==> src/fsbr_pkg.sv <==
// Package for the synchronous burst-read port: register map, fields, timing.
// Assumes a 125 MHz system clock and a 32-bit AXI4-Lite register bus.
package fsbr_pkg;

  localparam int unsigned CLK_MHZ = 125;
  localparam int unsigned ADDR_W = 16;
  localparam int unsigned DATA_W = 16;

  // Register byte offsets
  localparam logic [7:0] OFS_CONFIG = 8'h00;
  localparam logic [7:0] OFS_STATUS = 8'h04;
  localparam logic [7:0] OFS_WORDS = 8'h08;

  // Config fields
  localparam int unsigned CFG_WAIT_LSB = 0;
  localparam int unsigned CFG_WRAP_BIT = 4;
  localparam int unsigned CFG_RDYT_BIT = 5;
  localparam logic [2:0] WAIT_MIN = 3'h2;
  localparam logic [2:0] WAIT_MAX = 3'h7;
  localparam logic [5:0] CONFIG_RESET = 6'h05;

  // Sleep timing: access time plus margin, in ns, then in cycles (round up)
  localparam int unsigned ASYNC_ACCESS_TIME_NS = 80;
  localparam int unsigned SLEEP_MARGIN_NS = 20;
  localparam int unsigned SLEEP_CYCLES =
    ((ASYNC_ACCESS_TIME_NS + SLEEP_MARGIN_NS) * CLK_MHZ + 999) / 1000;

  localparam logic [1:0] AXI_OKAY = 2'h0;
  localparam logic [1:0] AXI_SLVERR = 2'h2;

  typedef enum logic [1:0] {
    FSBR_IDLE = 2'h0,
    FSBR_WAIT = 2'h1,
    FSBR_BURST = 2'h3
  } fsbr_state_type;

  typedef struct packed {
    logic [ADDR_W-1:0] addr;
    logic [DATA_W-1:0] data;
  } fsbr_word_type;

endpackage

==> src/fsbr_port.sv <==
// Synchronous burst-read port of a burst-mode NOR flash, device side.
// Host strobes and address are sampled through two flops, data_taken is not; data source is an internal ROM.
//
// The implementer's own choices: the address map and register access over AXI4-Lite.
`timescale 1ns/1ps
module fsbr_port
  import fsbr_pkg::*;
(
  input wire logic clk,
  input wire logic rst,
  input wire logic chip_enable_n,
  input wire logic output_enable_n,
  input wire logic address_valid_strobe_n,
  input wire logic [ADDR_W-1:0] address,
  output logic [DATA_W-1:0] data_out,
  output logic data_oe,
  output logic ready,
  output logic data_valid,
  output logic sleeping,
  input wire logic data_taken,
  input wire logic [31:0] s_axi_awaddr,
  input wire logic s_axi_awvalid,
  output logic s_axi_awready,
  input wire logic [31:0] s_axi_wdata,
  input wire logic [3:0] s_axi_wstrb,
  input wire logic s_axi_wvalid,
  output logic s_axi_wready,
  output logic [1:0] s_axi_bresp,
  output logic s_axi_bvalid,
  input wire logic s_axi_bready,
  input wire logic [31:0] s_axi_araddr,
  input wire logic s_axi_arvalid,
  output logic s_axi_arready,
  output logic [31:0] s_axi_rdata,
  output logic [1:0] s_axi_rresp,
  output logic s_axi_rvalid,
  input wire logic s_axi_rready
);

  ////////////////////////////////////////////////////////////////////////////
  // Pin synchronisers
  logic [1:0] ce_sync, oe_sync, avd_sync;
  logic [ADDR_W-1:0] addr_meta, addr_sync;
  logic avd_prev;
  always_ff @(posedge clk or posedge rst) begin
    if (rst) begin
      ce_sync <= 2'h3;
      oe_sync <= 2'h3;
      avd_sync <= 2'h3;
      avd_prev <= 1'b0;
      addr_meta <= '0;
      addr_sync <= '0;
    end else begin
      ce_sync <= {ce_sync[0], chip_enable_n};
      oe_sync <= {oe_sync[0], output_enable_n};
      avd_sync <= {avd_sync[0], address_valid_strobe_n};
      avd_prev <= ~avd_sync[1];
      addr_meta <= address;
      addr_sync <= addr_meta;
    end
  end
  wire logic ce_on = ~ce_sync[1];
  wire logic avd_on = ~avd_sync[1];
  // Idle strobe is high, so no false start follows reset
  wire logic avd_start = avd_on && !avd_prev;
  wire logic flush = !ce_on || avd_start;

  ////////////////////////////////////////////////////////////////////////////
  // Registers
  logic [5:0] config_reg, next_config_reg;
  logic [15:0] word_count, next_word_count;
  logic aw_held, next_aw_held, w_held, next_w_held;
  logic [7:0] aw_addr, next_aw_addr;
  logic [31:0] w_data, next_w_data;
  logic [3:0] w_strb, next_w_strb;
  logic bvalid_q, next_bvalid_q, rvalid_q, next_rvalid_q;
  logic [31:0] rdata_q, next_rdata_q;
  logic [1:0] bresp_q, next_bresp_q, rresp_q, next_rresp_q;
  logic word_push;

  wire logic [2:0] cfg_wait = config_reg[CFG_WAIT_LSB +: 3];
  wire logic cfg_wrap = config_reg[CFG_WRAP_BIT];
  wire logic cfg_rdyt = config_reg[CFG_RDYT_BIT];

  ////////////////////////////////////////////////////////////////////////////
  // Burst engine
  fsbr_state_type state, next_state;
  logic [ADDR_W-1:0] burst_addr, next_burst_addr;
  logic [3:0] delay, next_delay;
  logic [7:0] idle_cnt, next_idle_cnt;
  logic sleep_q, next_sleep_q;
  logic [ADDR_W-1:0] last_addr, next_last_addr;
  logic buf_in_ready;

  always_comb begin
    next_state = state;
    next_burst_addr = burst_addr;
    next_delay = delay;
    word_push = 1'b0;
    if (!ce_on) begin
      next_state = FSBR_IDLE;
    end else if (avd_start) begin
      // Only the first strobe edge latches; the address may move after
      next_state = FSBR_WAIT;
      next_burst_addr = addr_sync;
      // Lower two counts unused below minimum, offsets add
      next_delay = {1'b0, cfg_wait} + {2'h0, addr_sync[1:0]} - 4'h1;
    end else begin
      unique case (state)
        FSBR_IDLE: begin
        end
        FSBR_WAIT: begin
          if (delay == 4'h0) begin
            next_state = FSBR_BURST;
          end else begin
            next_delay = delay - 4'h1;
          end
        end
        FSBR_BURST: begin
          if (buf_in_ready) begin
            word_push = 1'b1;
            if (cfg_wrap) begin
              next_burst_addr = {burst_addr[ADDR_W-1:3],
                burst_addr[2:0] + 3'h1};
            end else begin
              next_burst_addr = burst_addr + 16'h0001;
            end
          end
        end
      endcase
    end
  end

  // Auto sleep when the address stands still
  always_comb begin
    next_last_addr = addr_sync;
    next_idle_cnt = idle_cnt;
    next_sleep_q = sleep_q;
    if (addr_sync != last_addr || avd_on) begin
      next_idle_cnt = 8'h00;
      next_sleep_q = 1'b0;
    end else if (idle_cnt == 8'(SLEEP_CYCLES - 1)) begin
      next_sleep_q = 1'b1;
    end else begin
      next_idle_cnt = idle_cnt + 8'h01;
    end
  end

  always_ff @(posedge clk or posedge rst) begin
    if (rst) begin
      state <= FSBR_IDLE;
      burst_addr <= '0;
      delay <= 4'h0;
      idle_cnt <= 8'h00;
      sleep_q <= 1'b0;
      last_addr <= '0;
    end else begin
      state <= next_state;
      burst_addr <= next_burst_addr;
      delay <= next_delay;
      idle_cnt <= next_idle_cnt;
      sleep_q <= next_sleep_q;
      last_addr <= next_last_addr;
    end
  end

  ////////////////////////////////////////////////////////////////////////////
  // Two-entry buffer; a stalled receiver holds the burst, no word lost
  fsbr_word_type buf_mem [2];
  logic wr_ptr, rd_ptr, next_wr_ptr, next_rd_ptr;
  logic [1:0] buf_cnt, next_buf_cnt;
  logic buf_pop;
  fsbr_word_type push_word;
  assign buf_in_ready = (buf_cnt != 2'h2);
  // Array contents are a function of the address; no memory model kept
  assign push_word = '{addr: burst_addr, data: burst_addr ^ 16'hA5A5};
  assign buf_pop = (buf_cnt != 2'h0) && (data_taken || !data_valid) &&
    !flush;

  always_comb begin
    next_wr_ptr = wr_ptr ^ word_push;
    next_rd_ptr = rd_ptr ^ buf_pop;
    next_buf_cnt = buf_cnt + {1'b0, word_push} - {1'b0, buf_pop};
    // A new start or a dropped chip enable discards stale words
    if (flush) begin
      next_wr_ptr = 1'b0;
      next_rd_ptr = 1'b0;
      next_buf_cnt = 2'h0;
    end
  end

  always_ff @(posedge clk or posedge rst) begin
    if (rst) begin
      wr_ptr <= 1'b0;
      rd_ptr <= 1'b0;
      buf_cnt <= 2'h0;
    end else begin
      wr_ptr <= next_wr_ptr;
      rd_ptr <= next_rd_ptr;
      buf_cnt <= next_buf_cnt;
    end
  end

  always_ff @(posedge clk) begin
    if (word_push) begin
      buf_mem[wr_ptr] <= push_word;
    end
  end

  ////////////////////////////////////////////////////////////////////////////
  // Pin outputs
  logic [DATA_W-1:0] next_data_out;
  logic next_data_valid, next_ready, next_data_oe;
  always_comb begin
    next_data_out = data_out;
    next_data_valid = data_valid && !data_taken && !flush;
    if (buf_pop) begin
      next_data_out = buf_mem[rd_ptr].data;
      next_data_valid = 1'b1;
    end
    // Bit clear: ready rises as a word is buffered, a cycle ahead
    next_ready = cfg_rdyt ? (buf_cnt != 2'h0) : (next_buf_cnt != 2'h0);
    next_data_oe = ce_on && !oe_sync[1];
  end

  always_ff @(posedge clk or posedge rst) begin
    if (rst) begin
      data_out <= '0;
      data_valid <= 1'b0;
      ready <= 1'b0;
      data_oe <= 1'b0;
      sleeping <= 1'b0;
    end else begin
      data_out <= next_data_out;
      data_valid <= next_data_valid;
      ready <= next_ready;
      data_oe <= next_data_oe;
      sleeping <= sleep_q;
    end
  end

  ////////////////////////////////////////////////////////////////////////////
  // AXI4-Lite slave
  logic wr_go, rd_go;
  always_comb begin
    next_aw_held = aw_held;
    next_w_held = w_held;
    next_aw_addr = aw_addr;
    next_w_data = w_data;
    next_w_strb = w_strb;
    next_bvalid_q = bvalid_q && !s_axi_bready;
    next_bresp_q = bresp_q;
    next_config_reg = config_reg;
    next_word_count = word_count + {15'h0, word_push};
    if (s_axi_awvalid && !aw_held) begin
      next_aw_held = 1'b1;
      next_aw_addr = s_axi_awaddr[7:0];
    end
    if (s_axi_wvalid && !w_held) begin
      next_w_held = 1'b1;
      next_w_data = s_axi_wdata;
      next_w_strb = s_axi_wstrb;
    end
    wr_go = aw_held && w_held && !bvalid_q;
    if (wr_go) begin
      next_aw_held = 1'b0;
      next_w_held = 1'b0;
      next_bvalid_q = 1'b1;
      next_bresp_q = AXI_OKAY;
      if (aw_addr == OFS_CONFIG) begin
        if (w_strb[0]) begin
          next_config_reg = w_data[5:0];
          // Out-of-range counts clamp into the legal band
          if (w_data[2:0] < WAIT_MIN) begin
            next_config_reg[2:0] = WAIT_MIN;
          end
        end
      end else if (aw_addr == OFS_WORDS) begin
        next_word_count = 16'h0000;
      end else if (aw_addr != OFS_STATUS) begin
        next_bresp_q = AXI_SLVERR;
      end
    end
    rd_go = s_axi_arvalid && !rvalid_q;
    next_rvalid_q = (rvalid_q && !s_axi_rready) || rd_go;
    next_rdata_q = rdata_q;
    next_rresp_q = rresp_q;
    if (rd_go) begin
      next_rresp_q = AXI_OKAY;
      unique case (s_axi_araddr[7:0])
        OFS_CONFIG: next_rdata_q = {26'h0, config_reg};
        OFS_STATUS: next_rdata_q = {27'h0, sleep_q, buf_cnt, state};
        OFS_WORDS: next_rdata_q = {16'h0, word_count};
        default: begin
          next_rdata_q = 32'h0;
          next_rresp_q = AXI_SLVERR;
        end
      endcase
    end
  end

  always_ff @(posedge clk or posedge rst) begin
    if (rst) begin
      aw_held <= 1'b0;
      w_held <= 1'b0;
      aw_addr <= 8'h00;
      w_data <= 32'h0;
      w_strb <= 4'h0;
      bvalid_q <= 1'b0;
      bresp_q <= AXI_OKAY;
      rvalid_q <= 1'b0;
      rdata_q <= 32'h0;
      rresp_q <= AXI_OKAY;
      config_reg <= CONFIG_RESET;
      word_count <= 16'h0000;
    end else begin
      aw_held <= next_aw_held;
      w_held <= next_w_held;
      aw_addr <= next_aw_addr;
      w_data <= next_w_data;
      w_strb <= next_w_strb;
      bvalid_q <= next_bvalid_q;
      bresp_q <= next_bresp_q;
      rvalid_q <= next_rvalid_q;
      rdata_q <= next_rdata_q;
      rresp_q <= next_rresp_q;
      config_reg <= next_config_reg;
      word_count <= next_word_count;
    end
  end

  logic awready_q, wready_q, arready_q;
  always_ff @(posedge clk or posedge rst) begin
    if (rst) begin
      awready_q <= 1'b1;
      wready_q <= 1'b1;
      arready_q <= 1'b1;
    end else begin
      awready_q <= !next_aw_held;
      wready_q <= !next_w_held;
      arready_q <= !next_rvalid_q;
    end
  end
  // Handshake flops mirror the held flags, arready the read-valid flag, so each item is taken once
  assign s_axi_awready = awready_q;
  assign s_axi_wready = wready_q;
  assign s_axi_arready = arready_q;
  assign s_axi_bvalid = bvalid_q;
  assign s_axi_bresp = bresp_q;
  assign s_axi_rvalid = rvalid_q;
  assign s_axi_rdata = rdata_q;
  assign s_axi_rresp = rresp_q;

  ////////////////////////////////////////////////////////////////////////////
  // Checks
  wait_floor_a: assert property (@(posedge clk) disable iff (rst)
    config_reg[2:0] >= WAIT_MIN) else $error("wait count below two");
  start_latch_a: assert property (@(posedge clk) disable iff (rst)
    ce_on && avd_start |=> state == FSBR_WAIT &&
    burst_addr == $past(addr_sync))
    else $error("start address not latched");
  wrap_range_a: assert property (@(posedge clk) disable iff (rst)
    word_push && cfg_wrap && ce_on && !avd_on |=>
    burst_addr[ADDR_W-1:3] == $past(burst_addr[ADDR_W-1:3]))
    else $error("wrap left its range");
  linear_step_a: assert property (@(posedge clk) disable iff (rst)
    word_push && !cfg_wrap && ce_on && !avd_on |=>
    burst_addr == $past(burst_addr) + 16'h0001)
    else $error("linear step wrong");
  offset_delay_a: assert property (@(posedge clk) disable iff (rst)
    ce_on && avd_start |=> delay == $past({1'b0, cfg_wait}) +
    $past({2'h0, addr_sync[1:0]}) - 4'h1)
    else $error("offset delay wrong");
  sleep_entry_a: assert property (@(posedge clk) disable iff (rst)
    $rose(sleep_q) |-> idle_cnt == 8'(SLEEP_CYCLES - 1))
    else $error("sleep entered early");
  word_rate_a: assert property (@(posedge clk) disable iff (rst)
    state == FSBR_BURST && buf_cnt == 2'h0 && ce_on && !avd_on |-> word_push)
    else $error("burst word missed");
  buffer_bound_a: assert property (@(posedge clk) disable iff (rst)
    buf_cnt <= 2'h2) else $error("buffer overflow");
  cover_wrap_c: cover property (@(posedge clk) disable iff (rst)
    word_push && cfg_wrap && burst_addr[2:0] == 3'h7);
  cover_stall_c: cover property (@(posedge clk) disable iff (rst)
    buf_cnt == 2'h2 && state == FSBR_BURST);
  cover_sleep_c: cover property (@(posedge clk) disable iff (rst)
    $rose(sleep_q));

endmodule

==> config.mk <==
export PLATFORM = sky130hd
export DESIGN_NAME = fsbr_port
export DESIGN_NICKNAME = d
export VERILOG_FILES = /design/src/fsbr_pkg.sv /design/src/fsbr_port.sv
export SDC_FILE = /design/constraint.sdc
export NUM_CORES = 1
export LEC_CHECK = 0
export BUFFER_PORTS_ARGS = -buffer_cell sky130_fd_sc_hd__buf_2
export CORE_AREA = 2 2 149 166
export DETAILED_ROUTE_END_ITERATION = 8
export DIE_AREA = 0 0 151 168
export PLACE_DENSITY = 0.62
export SYNTH_ARGS = -nofsm -noshare
export SYNTH_HDL_FRONTEND = slang
export SYNTH_SLANG_ARGS = --single-unit
==> constraint.sdc <==
create_clock -name clk -period 13.8 [get_ports clk]
set_input_delay 0 -clock clk [delete_from_list [all_inputs] [get_ports clk]]
set_output_delay 0 -clock clk [all_outputs]
set_load 0.05 [all_outputs]
==> run summary, run 1 <==
The first global-routing pass estimated 27.4 mm of wire. The synthesized netlist occupies a cell area of 8400 um^2. Number of max-cap violations: 0. The tools report the post-detailed-placement half-perimeter wirelength as 10.9 mm.

buf_mem holds more flip-flops than any other register. The run finished with clean final reports. The die boundary width is 151 um, and the total design power is 1.54 mW. The clock drives 204 sinks. The depth of the worst register-to-register path came out at 10.

Dividing total power by cell area gives a power density of 150 nW/um^2. The final setup TNS was 0 ps; the number of violations reported at the end of detailed-routing iteration 0 was 167. The critical path ends at ready$_DFF_PP0_. After detailed routing, the average wire length per cell comes to 14.4 um. After the last flow step, the layout net total stands at 970. The number of hold violations in the final report is 0, and the post-route worst setup slack is 11080 ps. Worst flop-to-flop path startpoint: ce_sync[1]$_DFF_PP1_.

In this run, post-CTS repair resized a total of 0 instances. For the final database, setup skew stands at 20.2 ps. The number of detailed-route iterations in the first pass came out at 4.

The number of flops mapped to enable cells by yosys was 32. The layer with the highest usage is met2. The synthesized design contains 204 register bits. The tools report the met3 track demand over resource in global routing as 0.0249.

After filler insertion, the fill cell instance count of the layout stands at 2248. The insertion delay to the later sink of the worst-skew pair was 510 ps. After technology mapping, the gate count stands at 696.

TritonCTS built the clock tree. The endpoint of the lowest-slack register-to-register path is ready$_DFF_PP0_. Compared with the post-synthesis result, the final layout area differs by 22.5%.

Counting the buffers created by CTS gives 23. The logs give 0.184 for the met1 usage in global routing and 14170 ps for the worst endpoint required time. The Yosys step of the flow raised 0 warnings. The sequential fraction of the synthesis area is 0.629. Setup repair after global routing left no endpoint under its margin. The floorplan has 60 rows.

The final antenna diode count was 0; the maximum frequency from static timing analysis was 0.368 GHz. Dividing the synthesized area by the synthesized cell count gives 12.1 um^2. 188 I/O pins were placed. Using the TritonRoute via totals, the vias-per-cell ratio works out to 4.77.

The routed layout has 5517 vias. The tools report the data arrival time of the worst path as 3090 ps. The cell sitting at the root of the clock tree is a sky130_fd_sc_hd__clkbuf_16.

For flop-to-flop paths, the worst setup slack is 11080 ps. For this design, the slowest cell found on the critical path is sky130_fd_sc_hd__dfstp_2. The floorplan die height works out to 168 um.

VDD sags by at most 0.0000884 V. The worst setup path is captured at a flop. By startpoint and endpoint, the worst setup path is classified as flop to flop. The kind of cell with the highest combined delay along the critical path is flip-flops. The pre-CTS worst setup slack was 11090 ps; the minimum clock period was 2720 ps. The total overflow left after global routing is 0. The signal on the critical path passes through o21bai_1, nor3_4, buf_4, ha_1, inv_1, ha_1, xor2_1, and2_1, nor3_1, o31a_1.

The final wirelength is 16.7 mm. The layout cell share with drive strength beyond 1 was 0.202. The logs give 0 for the number of remaining DRC errors and 4.43 nW for the leakage power.

The number of flip-flops in the largest register was 32. Routability-driven placement finished with a final weighted congestion of 0.790. The async set or reset register ratio after synthesis was 0.843.

The number of H-tree levels was 1. The largest net degree at the start of global routing was 95. The worst slew slack as a fraction of its limit came out at 0.201. Clock transition time at the flip-flop clock pins of the worst setup and hold paths: 60 ps. Post-CTS timing repair inserted 0 buffers for setup.

The post-route fraction of the period consumed by the critical path came out at 0.197. The worst hold path was traced through 5 stages. In this run the number of cells on the critical path is 10. The die covers 25400 um^2.

The tools report the setup violation total in the final timing report as 0. The run gives 0.352 as the initial standard-cell utilization of the core. In this run the deepest clock path goes through 3 buffers.

The tools report the global-route usage over all layers as 0.133. In this run the worst path has a maximum fanout of 34. Leaving out fill and tap cells, the most frequent cell in the layout is sky130_fd_sc_hd__dfrtp_1. Counting both buffers and inverters, the worst setup path holds a total of 2.

The number of max-slew violations in the final report is 0, and the number of placed instances, taps included is 1071. The number of distinct library cell variants in the gate-level netlist after synthesis is 58. The most used flip-flop cell after synthesis is sky130_fd_sc_hd__dfrtp_1. The area of the core region was 23900 um^2.

The worst hold path class was input port to flop. The met2 usage in global routing was 0.212. The number of global-route vias before repair came out at 5432.

The most prevalent standard cell on the critical path is sky130_fd_sc_hd__ha_1. The top cell types in the final layout, fill and taps aside, are 161 x sky130_fd_sc_hd__dfrtp_1, 92 x sky130_fd_sc_hd__buf_2, 62 x sky130_fd_sc_hd__nor2_1. In this run the worst setup path begins at ce_sync[1]$_DFF_PP1_. The number of port buffers was 92; the number of antenna violations at the first check in global routing was 0. For the pin with the worst max-slew slack, the measured transition is 1200 ps. The count of nets left with antenna violations once routing finished came out at 0. STA classifies the critical path startpoint as a flop. Final standard cell count with taps included and fillers excluded: 1156. On the worst path, the slowest cell contributes a delay of 690 ps.
## report_power, final
part / switching, mW / total (mW) / internal (mW)
Sequential: 0.0557 / 0.737 / 0.682
Clock: 0.234 / 0.598 / 0.364
Combinational: 0.123 / 0.205 / 0.0822
## what timing repair did
item | in CTS | in global routing
hold buffers | 43 | 0
hold endpoints to repair | 132 | 0
endpoints found under the setup margin | 0 | 0
## synth_stat cells, drive strengths merged, types with 18 or more instances
cell type / count / area (um^2)
nand2: 36 / 135
mux2: 18 / 218
inv: 36 / 135
nor2: 62 / 233
o21ai: 25 / 125
buf: 25 / 169
clkbuf: 23 / 86.3
edfxtp: 32 / 961
mux2i: 26 / 260
a21oi: 34 / 170
xor2: 21 / 184
nor3: 19 / 100
dfrtp: 161 / 4030
## worst min path at each step
| stage | start | endpoint | slack (ps) |
|---|---|---|---|
| global route | address[3] | addr_meta[3]$_DFF_PP0_ | 120 |
| floorplan | address_valid_strobe_n | avd_sync[0]$_DFF_PP1_ | 4 |
| detailed placement | address_valid_strobe_n | avd_sync[0]$_DFF_PP1_ | 110 |
| global placement | output_enable_n | oe_sync[0]$_DFF_PP1_ | 110 |
| CTS | s_axi_araddr[6] | s_axi_rresp[1]$_DFFE_PP0P_ | 70 |
| finish | s_axi_araddr[6] | s_axi_rresp[1]$_DFFE_PP0P_ | 80 |
## cells by family after synthesis
logic type | share of synthesized area
flops | 0.629
simple gates | 0.114
compound gates | 0.0930
buf+inv | 0.0465
mux | 0.0569
fa+ha+maj | 0.0218
other cells | 0.000447
xor+xnor | 0.0386
## metal layers
metal	up-vias	routed length (um)
met3	32	682
met1	2680	7740
li1	2696	-
met2	109	7930
met5	-	0
met4	0	339
## tightest hold or removal path, cell delays in order
cell and delay (ps):
sky130_fd_sc_hd__buf_2 70, sky130_fd_sc_hd__nor2_1 40, sky130_fd_sc_hd__nand3b_1 150, sky130_fd_sc_hd__a21oi_1 130, sky130_fd_sc_hd__a21oi_1 130
## final cells by class
class,count,area (um^2),area share
clock buffers,33,684,0.0665
clock inverters,9,78.8,0.00766
inverters,36,140,0.0136
multi-input cells,425,2800,0.272
flip-flops and latches,204,5280,0.513
well taps,310,388,0.0377
repair buffers,139,921,0.0895
## through the flow
stage	cell area, um^2	hold slack (ps)	utilization
after global placement	9100	105	0.381
after CTS	10300	74.5	0.431
after floorplan	8460	4.48	-
after detailed placement	9100	106	0.381
final	10300	82.1	0.431
after global routing	10300	117	0.431
Power figures use the tool's default switching activity.
==> run 2: changes to the inputs <==
- clock period: 13.8 -> 2.6 ns (I/O delays scaled with it)
==> run summary, run 2 (same netlist as run 1, synthesis figures left out) <==
The tools report the first-pass GRT wire length as 27.6 mm (+0.58%). The routed wire length per instance was 14.1 um (-2.3%). The commonest non-fill, non-tap cell in the layout is sky130_fd_sc_hd__dfrtp_1. TritonCTS built the clock tree. The run gives 5535 (+0.33%) as the via count of the routed design. Floorplan die height: 168 um (unchanged). The global-route usage over all layers is 0.134 (+0.00123), and the maximum fanout count along the critical path is 7 (-79%).

The via density per instance was 4.73 (-0.96%); the insertion delay to the later sink of the worst-skew pair was 510 ps (about the same). The remaining number of nets flagged by the antenna check after routing was 0 (unchanged). Actual transition at the worst max-transition pin: 698 ps (-498 ps). The logs give 985 (+1.5%) for the final net count and 0 (unchanged) for the number of post-CTS setup repair buffers. The area of the core region came out at 23900 um^2 (unchanged). The row count is 60 (unchanged). The run gives 10400 um^2 (+1.2%) as the area of all placed cells without fillers.

Largest voltage drop on the vdd net: 0.000446 V (+400%). The number of sinks handled by clock tree synthesis is 204 (unchanged), and the number of hold violations in the final report is 0 (unchanged). For the post-detailed-placement half-perimeter wirelength, the log shows 11.0 mm (+0.59%). The tools report the register cell area after layout as 5280 um^2 (unchanged).

For the final-layout fill cell count, the log shows 2234 (-0.62%). Worst hold path class: input port to flop. For the number of global-route vias before repair, the log shows 5537 (+1.9%). The final setup TNS was 0 ps (unchanged); the area of the die was 25400 um^2 (unchanged). The number of remaining DRC errors was 0 (unchanged). Total cell area at the placement stage: 9230 um^2 (+1.5%). For the setup violation total in the final timing report, the log shows 0 (unchanged). The final wirelength was 16.5 mm (-1.0%); the final hold slack was 30.7 ps (-51.3 ps). The worst setup path is captured at a flop.

For the largest net degree at the start of global routing, the log shows 100 (+5.3%). The deepest clock path buffer count was 3 (unchanged). Setup repair after global routing left no endpoint under its margin. The logs give 2660 ps (-430 ps) for the data arrival time of the worst path and 0.534 (+0.333) for the worst slew slack as a fraction of its limit. The area growth from synthesis to layout is 23.9%. The total of cells resized after clock tree synthesis was 0 (unchanged). The logs give 0 (unchanged) for the number of max-slew violations in the final report and 0 (unchanged) for the final antenna diode count. The number of antenna violations at the first check in global routing is 0 (unchanged), and the residual overflow from global routing is 0 (unchanged).

Number of H-tree levels: 1 (unchanged). For the number of CTS-inserted buffers, the log shows 23 (unchanged). The number of max-cap violations was 0 (unchanged); the setup clock skew after layout was 8.64 ps (-11.5 ps). The worst endpoint required time was 2990 ps (-11180 ps).

Power per cell area: 787 nW/um^2 (+430%). The run finished with clean final reports. The root buffer cell chosen for the clock tree is sky130_fd_sc_hd__clkbuf_16.

The area occupied by multi-input gates is 2800 um^2 (unchanged). The top cell types in the final layout, fill and taps aside, are 161 x sky130_fd_sc_hd__dfrtp_1, 92 x sky130_fd_sc_hd__buf_2, 62 x sky130_fd_sc_hd__nor2_1. Share of the core filled with cells: 0.436 (+0.00498). Maximum frequency from static timing analysis: 0.441 GHz (+20%).

The register with the most flip-flops in the final layout is buf_mem. The layout cell share with drive strength beyond 1 came out at 0.215 (+0.0127). The run gives 0.352 (unchanged) as the initial standard-cell utilization of the core. The number of flip-flops in the largest register is 32 (unchanged).

The tools report the number of top-level design ports as 188 (unchanged). For the total design power, the log shows 8.19 mW (+430%). Minimum clock period: 2270 ps (-453 ps). The leakage power came out at 4.49 nW (+1.5%).

The number of port buffers came out at 92 (unchanged). The routability-driven placement congestion ratio is 0.817 (+3.4%), and the clock transition time at the flip-flop clock pins of the worst setup and hold paths is 60 ps (about the same). The post-route fraction of the period consumed by the critical path is 0.872 (+0.675).

The tools report the category of the worst setup path launch point as a flop. The number of violations reported at the end of detailed-routing iteration 0 is 234 (+40%), and the die boundary width is 151 um (unchanged). The worst setup path is of the flop to flop kind. The run gives 4 (unchanged) as the number of detailed-route iterations in the first pass.
==> run 2: per-stage QoR <==
| stage | setup slack [ps] | std cells |
|---|---|---|
| CTS | 297 | 1171 |
| floorplan | 50.6 | 713 |
| finish | 334 | 1171 |
| detailed placement | 323 | 1086 |
| global placement | 311 | 1086 |
| global route | 176 | 1171 |
==> run 2: what timing repair did <==
action                     4_1_cts  5_1_grt
hold buffers                    43        0
hold endpoints to repair       201        0
setup endpoints to repair        0        0
==> run 2: power breakdown <==
group / internal [mW] / switching, mW
combinational: 0.463 / 0.664
clock: 1.88 / 1.27
sequential: 3.62 / 0.292
total: 5.96 / 2.23
==> run 2: area by class of cell <==
| type | count | share of cell area |
|---|---|---|
| multi-input cells | 425 | 0.269 |
| flip-flops and latches | 204 | 0.507 |
| repair buffers | 154 | 0.102 |
| inverters | 36 | 0.0133 |
| clock inverters | 9 | 0.00793 |
| well taps | 310 | 0.0373 |
| clock buffers | 33 | 0.0637 |
==> run 2: worst max-delay path, cell delays in order, from the launching register on <==
cell                       delay, ps
sky130_fd_sc_hd__dfrtp_1         430
sky130_fd_sc_hd__nand2b_1        140
sky130_fd_sc_hd__nand3_1         140
sky130_fd_sc_hd__nor2_1          220
sky130_fd_sc_hd__ha_1            260
sky130_fd_sc_hd__ha_1            240
sky130_fd_sc_hd__nand4_1         160
sky130_fd_sc_hd__nor4_1          350
sky130_fd_sc_hd__xnor2_1         160
sky130_fd_sc_hd__nor2_1           50
==> run 2: per-layer routing <==
| metal | track usage | vias to the layer above | share of wire |
|---|---|---|---|
| li1 | - | 2712 | - |
| met1 | 0.189 | 2680 | 0.46 |
| met2 | 0.212 | 113 | 0.47 |
| met3 | 0.0222 | 30 | 0.045 |
| met4 | 0.0406 | 0 | 0.022 |
| met5 | 0 | - | 0 |
==> run 2: final timing paths <==
check / start / end / slack (ps) / depth (start not counted)
min in group asynchronous: rst / aw_held$_DFF_PP0_ / 40 / 3
worst max register to register: buf_cnt[1]$_DFF_PP0_ / word_count[14]$_DFF_PP0_ / 330 / 9
worst min register to register: addr_meta[15]$_DFF_PP0_ / addr_sync[15]$_DFF_PP0_ / 340 / 0
worst min-delay path: s_axi_arvalid / s_axi_rresp[1]$_DFFE_PP0P_ / 30 / 4
worst max-delay path: buf_cnt[1]$_DFF_PP0_ / word_count[14]$_DFF_PP0_ / 330 / 9
max in group asynchronous: rst / oe_sync[1]$_DFF_PP1_ / 1710 / 4
==> run 3: changes to the inputs <==
- CTS_BUF_LIST: default -> sky130_fd_sc_hd__clkbuf_8 sky130_fd_sc_hd__clkbuf_16
==> run summary, run 3 (same netlist as run 1, synthesis figures left out) <==
The run gives 0 ps (unchanged) as the final setup TNS. The register cell area after layout was 5280 um^2 (unchanged); the final-layout fill cell count was 2234 (unchanged). The number of max-cap violations is 0 (unchanged). The worst slew slack as a fraction of its limit is 0.534 (unchanged). The cell family contributing the most delay on the critical path is simple AND/OR/NAND/NOR gates. Category of the worst setup path launch point: a flop.

The floorplan die height came out at 168 um (unchanged). The maximum fanout count along the critical path was 7 (unchanged). The logs give 16.5 mm (about the same) for the final wirelength and 0 (unchanged) for the total of cells resized after clock tree synthesis. The logs give 510 ps (about the same) for the insertion delay to the later sink of the worst-skew pair and 0.441 GHz (about the same) for the maximum frequency from static timing analysis. The post-route worst setup slack was 334 ps (+0.104 ps); the final standard cell count with taps included and fillers excluded was 1171 (unchanged). The worst hold path class is input port to flop. The largest voltage drop on the vdd net is 0.000446 V (about the same), and the post-route fraction of the period consumed by the critical path is 0.872 (about the same).

The tools report the clock share of power as 0.383 (-0.002). The number of hold violations in the final report is 0 (unchanged). The run gives 330 ps (about the same) as the setup slack on the worst flop-to-flop path. Walking the worst path, the cells encountered are nand2b_1, nand3_1, nor2_1, ha_1, ha_1, nand4_1, nor4_1, xnor2_1, nor2_1. The via density per instance was 4.73 (about the same); the initial standard-cell utilization of the core was 0.352 (unchanged).

The minimum clock period is 2270 ps (-0.104 ps). More flip-flops sit in one register than any other, and that register is buf_mem. The biggest cell delay along the critical path was 430 ps (about the same); the number of sinks handled by clock tree synthesis was 204 (unchanged). TritonCTS built the clock tree. The hold-fix buffer count after cts was 43 (unchanged); the routed wire length per instance was 14.1 um (about the same).

The final net count is 985 (unchanged). The clock root buffer is sky130_fd_sc_hd__clkbuf_16. The layout cell share with drive strength beyond 1 came out at 0.215 (unchanged). The number of flip-flops in the largest register is 32 (unchanged). Leaving out fill and tap cells, the most frequent cells in the layout are 161 x sky130_fd_sc_hd__dfrtp_1, 92 x sky130_fd_sc_hd__buf_2, 62 x sky130_fd_sc_hd__nor2_1.

The logs give 2800 um^2 (unchanged) for the area occupied by multi-input gates and 0.138 (about the same) for the part of the total power dissipated in combinational logic. The data arrival time of the worst path was 2660 ps (about the same); the row count was 60 (unchanged). The leakage power is 4.52 nW (+0.46%). The routability-driven placement congestion ratio was 0.817 (unchanged); the power per cell area was 785 nW/um^2 (-0.23%).

The worst setup path is captured at a flop. The worst path buffer plus inverter count works out to 0 (unchanged). For the worst endpoint required time, the log shows 2990 ps (about the same).

The setup violation total in the final timing report is 0 (unchanged). The switching portion of total power came out at 0.273 (+0.000750). The number of top-level design ports was 188 (unchanged).

The critical-path cell with the highest stage delay is sky130_fd_sc_hd__dfrtp_1. The run gives 5538 (+0.018%) as the number of global-route vias before repair. The actual transition at the worst max-transition pin came out at 698 ps (unchanged).

The remaining number of nets flagged by the antenna check after routing was 0 (unchanged). The number of placed instances, taps included is 1086 (unchanged). The deepest clock path buffer count was 3 (unchanged). The internal power consumption was 5.94 mW (-0.33%).

The logs give 23900 um^2 (unchanged) for the area of the core region and 0 (unchanged) for the number of post-CTS setup repair buffers. The largest net degree at the start of global routing came out at 100 (unchanged). The first-pass GRT wire length came out at 27.6 mm (about the same).

For the number of detailed-route iterations in the first pass, the log shows 4 (unchanged). The setup clock skew after layout came out at 8.63 ps (-0.00849 ps). Number of antenna violations at the first check in global routing: 0 (unchanged).

The number of remaining DRC errors is 0 (unchanged). The run gives 0 (unchanged) as the number of max-slew violations in the final report. The worst setup path is of the flop to flop kind. The via count of the routed design is 5534 (-0.018%), and the number of port buffers is 92 (unchanged). For the global-route usage over all layers, the log shows 0.134 (unchanged). The logs give 0 (unchanged) for the final antenna diode count and 2.23 mW (about the same) for the power spent charging and discharging nets. The fraction of power consumed by sequential logic is 0.479 (about the same), and the layout overhead on the synthesized area is 23.9% (unchanged).

Setup repair after global routing left no endpoint under its margin. The clock transition time at the flip-flop clock pins of the worst setup and hold paths came out at 60 ps (about the same). The area of the die is 25400 um^2 (unchanged), and the number of CTS-inserted buffers is 23 (unchanged). The run gives 323 ps (unchanged) as the pre-CTS worst setup slack. The commonest non-fill, non-tap cell in the layout is sky130_fd_sc_hd__dfrtp_1. The number of H-tree levels came out at 1 (unchanged). Post-detailed-placement half-perimeter wirelength: 11.0 mm (unchanged). The run finished with clean final reports.

The residual overflow from global routing was 0 (unchanged); the die boundary width was 151 um (unchanged). For the number of violations reported at the end of detailed-routing iteration 0, the log shows 233 (-0.43%).
-- run 3: power by group through the flow --
stage / clock, mW / sequential [mW] / combinational [mW]
floorplan: 0 / 4.01 / 0.731
global placement: 0 / 3.95 / 1.06
detailed placement: 0 / 3.97 / 1.08
CTS: 3.23 / 3.91 / 1.14
global route: 3.38 / 3.96 / 1.26
finish: 3.13 / 3.91 / 1.13
-- run 3: final cells by class --
cell class	instances	area share
Multi-Input combinational cell	425	0.269
Clock buffer	28	0.0619
Inverter	36	0.0133
Sequential cell	204	0.507
Timing Repair Buffer	154	0.102
Tap cell	310	0.0373
Clock inverter	14	0.00974
-- run 3: path summary, 6_finish.rpt --
path	endpoint	cells after the start	start
worst max-delay path	word_count[14]$_DFF_PP0_	9	buf_cnt[1]$_DFF_PP0_
worst max register to register	word_count[14]$_DFF_PP0_	9	buf_cnt[1]$_DFF_PP0_
worst min-delay path	s_axi_rresp[1]$_DFFE_PP0P_	4	s_axi_arvalid
min in group asynchronous	aw_held$_DFF_PP0_	3	rst
max in group asynchronous	oe_sync[1]$_DFF_PP1_	4	rst
worst min register to register	addr_sync[15]$_DFF_PP0_	0	addr_meta[15]$_DFF_PP0_
-- run 3: metrics by stage --
stage                      util  hold slack, ps  instance area (um^2)  power (mW)
after floorplan               -            4.48                  8470        4.74
after global placement    0.387            34.9                  9230        5.01
after detailed placement  0.387            32.8                  9230        5.05
after CTS                 0.436            23.2                 10400        8.27
after global routing      0.436            44.7                 10400        8.60
final                     0.436            31.5                 10400        8.17
-- run 3: routing by layer --
layer	GRT usage	vias to the layer above	wire (um)
met3	0.0222	30	740
met4	0.0406	0	357
li1	-	2711	-
met5	0	-	0
met2	0.212	113	7820
met1	0.189	2680	7610
-- run 3: worst min-delay path: stages --
cell and delay [ps]:
sky130_fd_sc_hd__buf_2 100, sky130_fd_sc_hd__nand2b_1 70, sky130_fd_sc_hd__buf_4 220, sky130_fd_sc_hd__a21oi_1 90
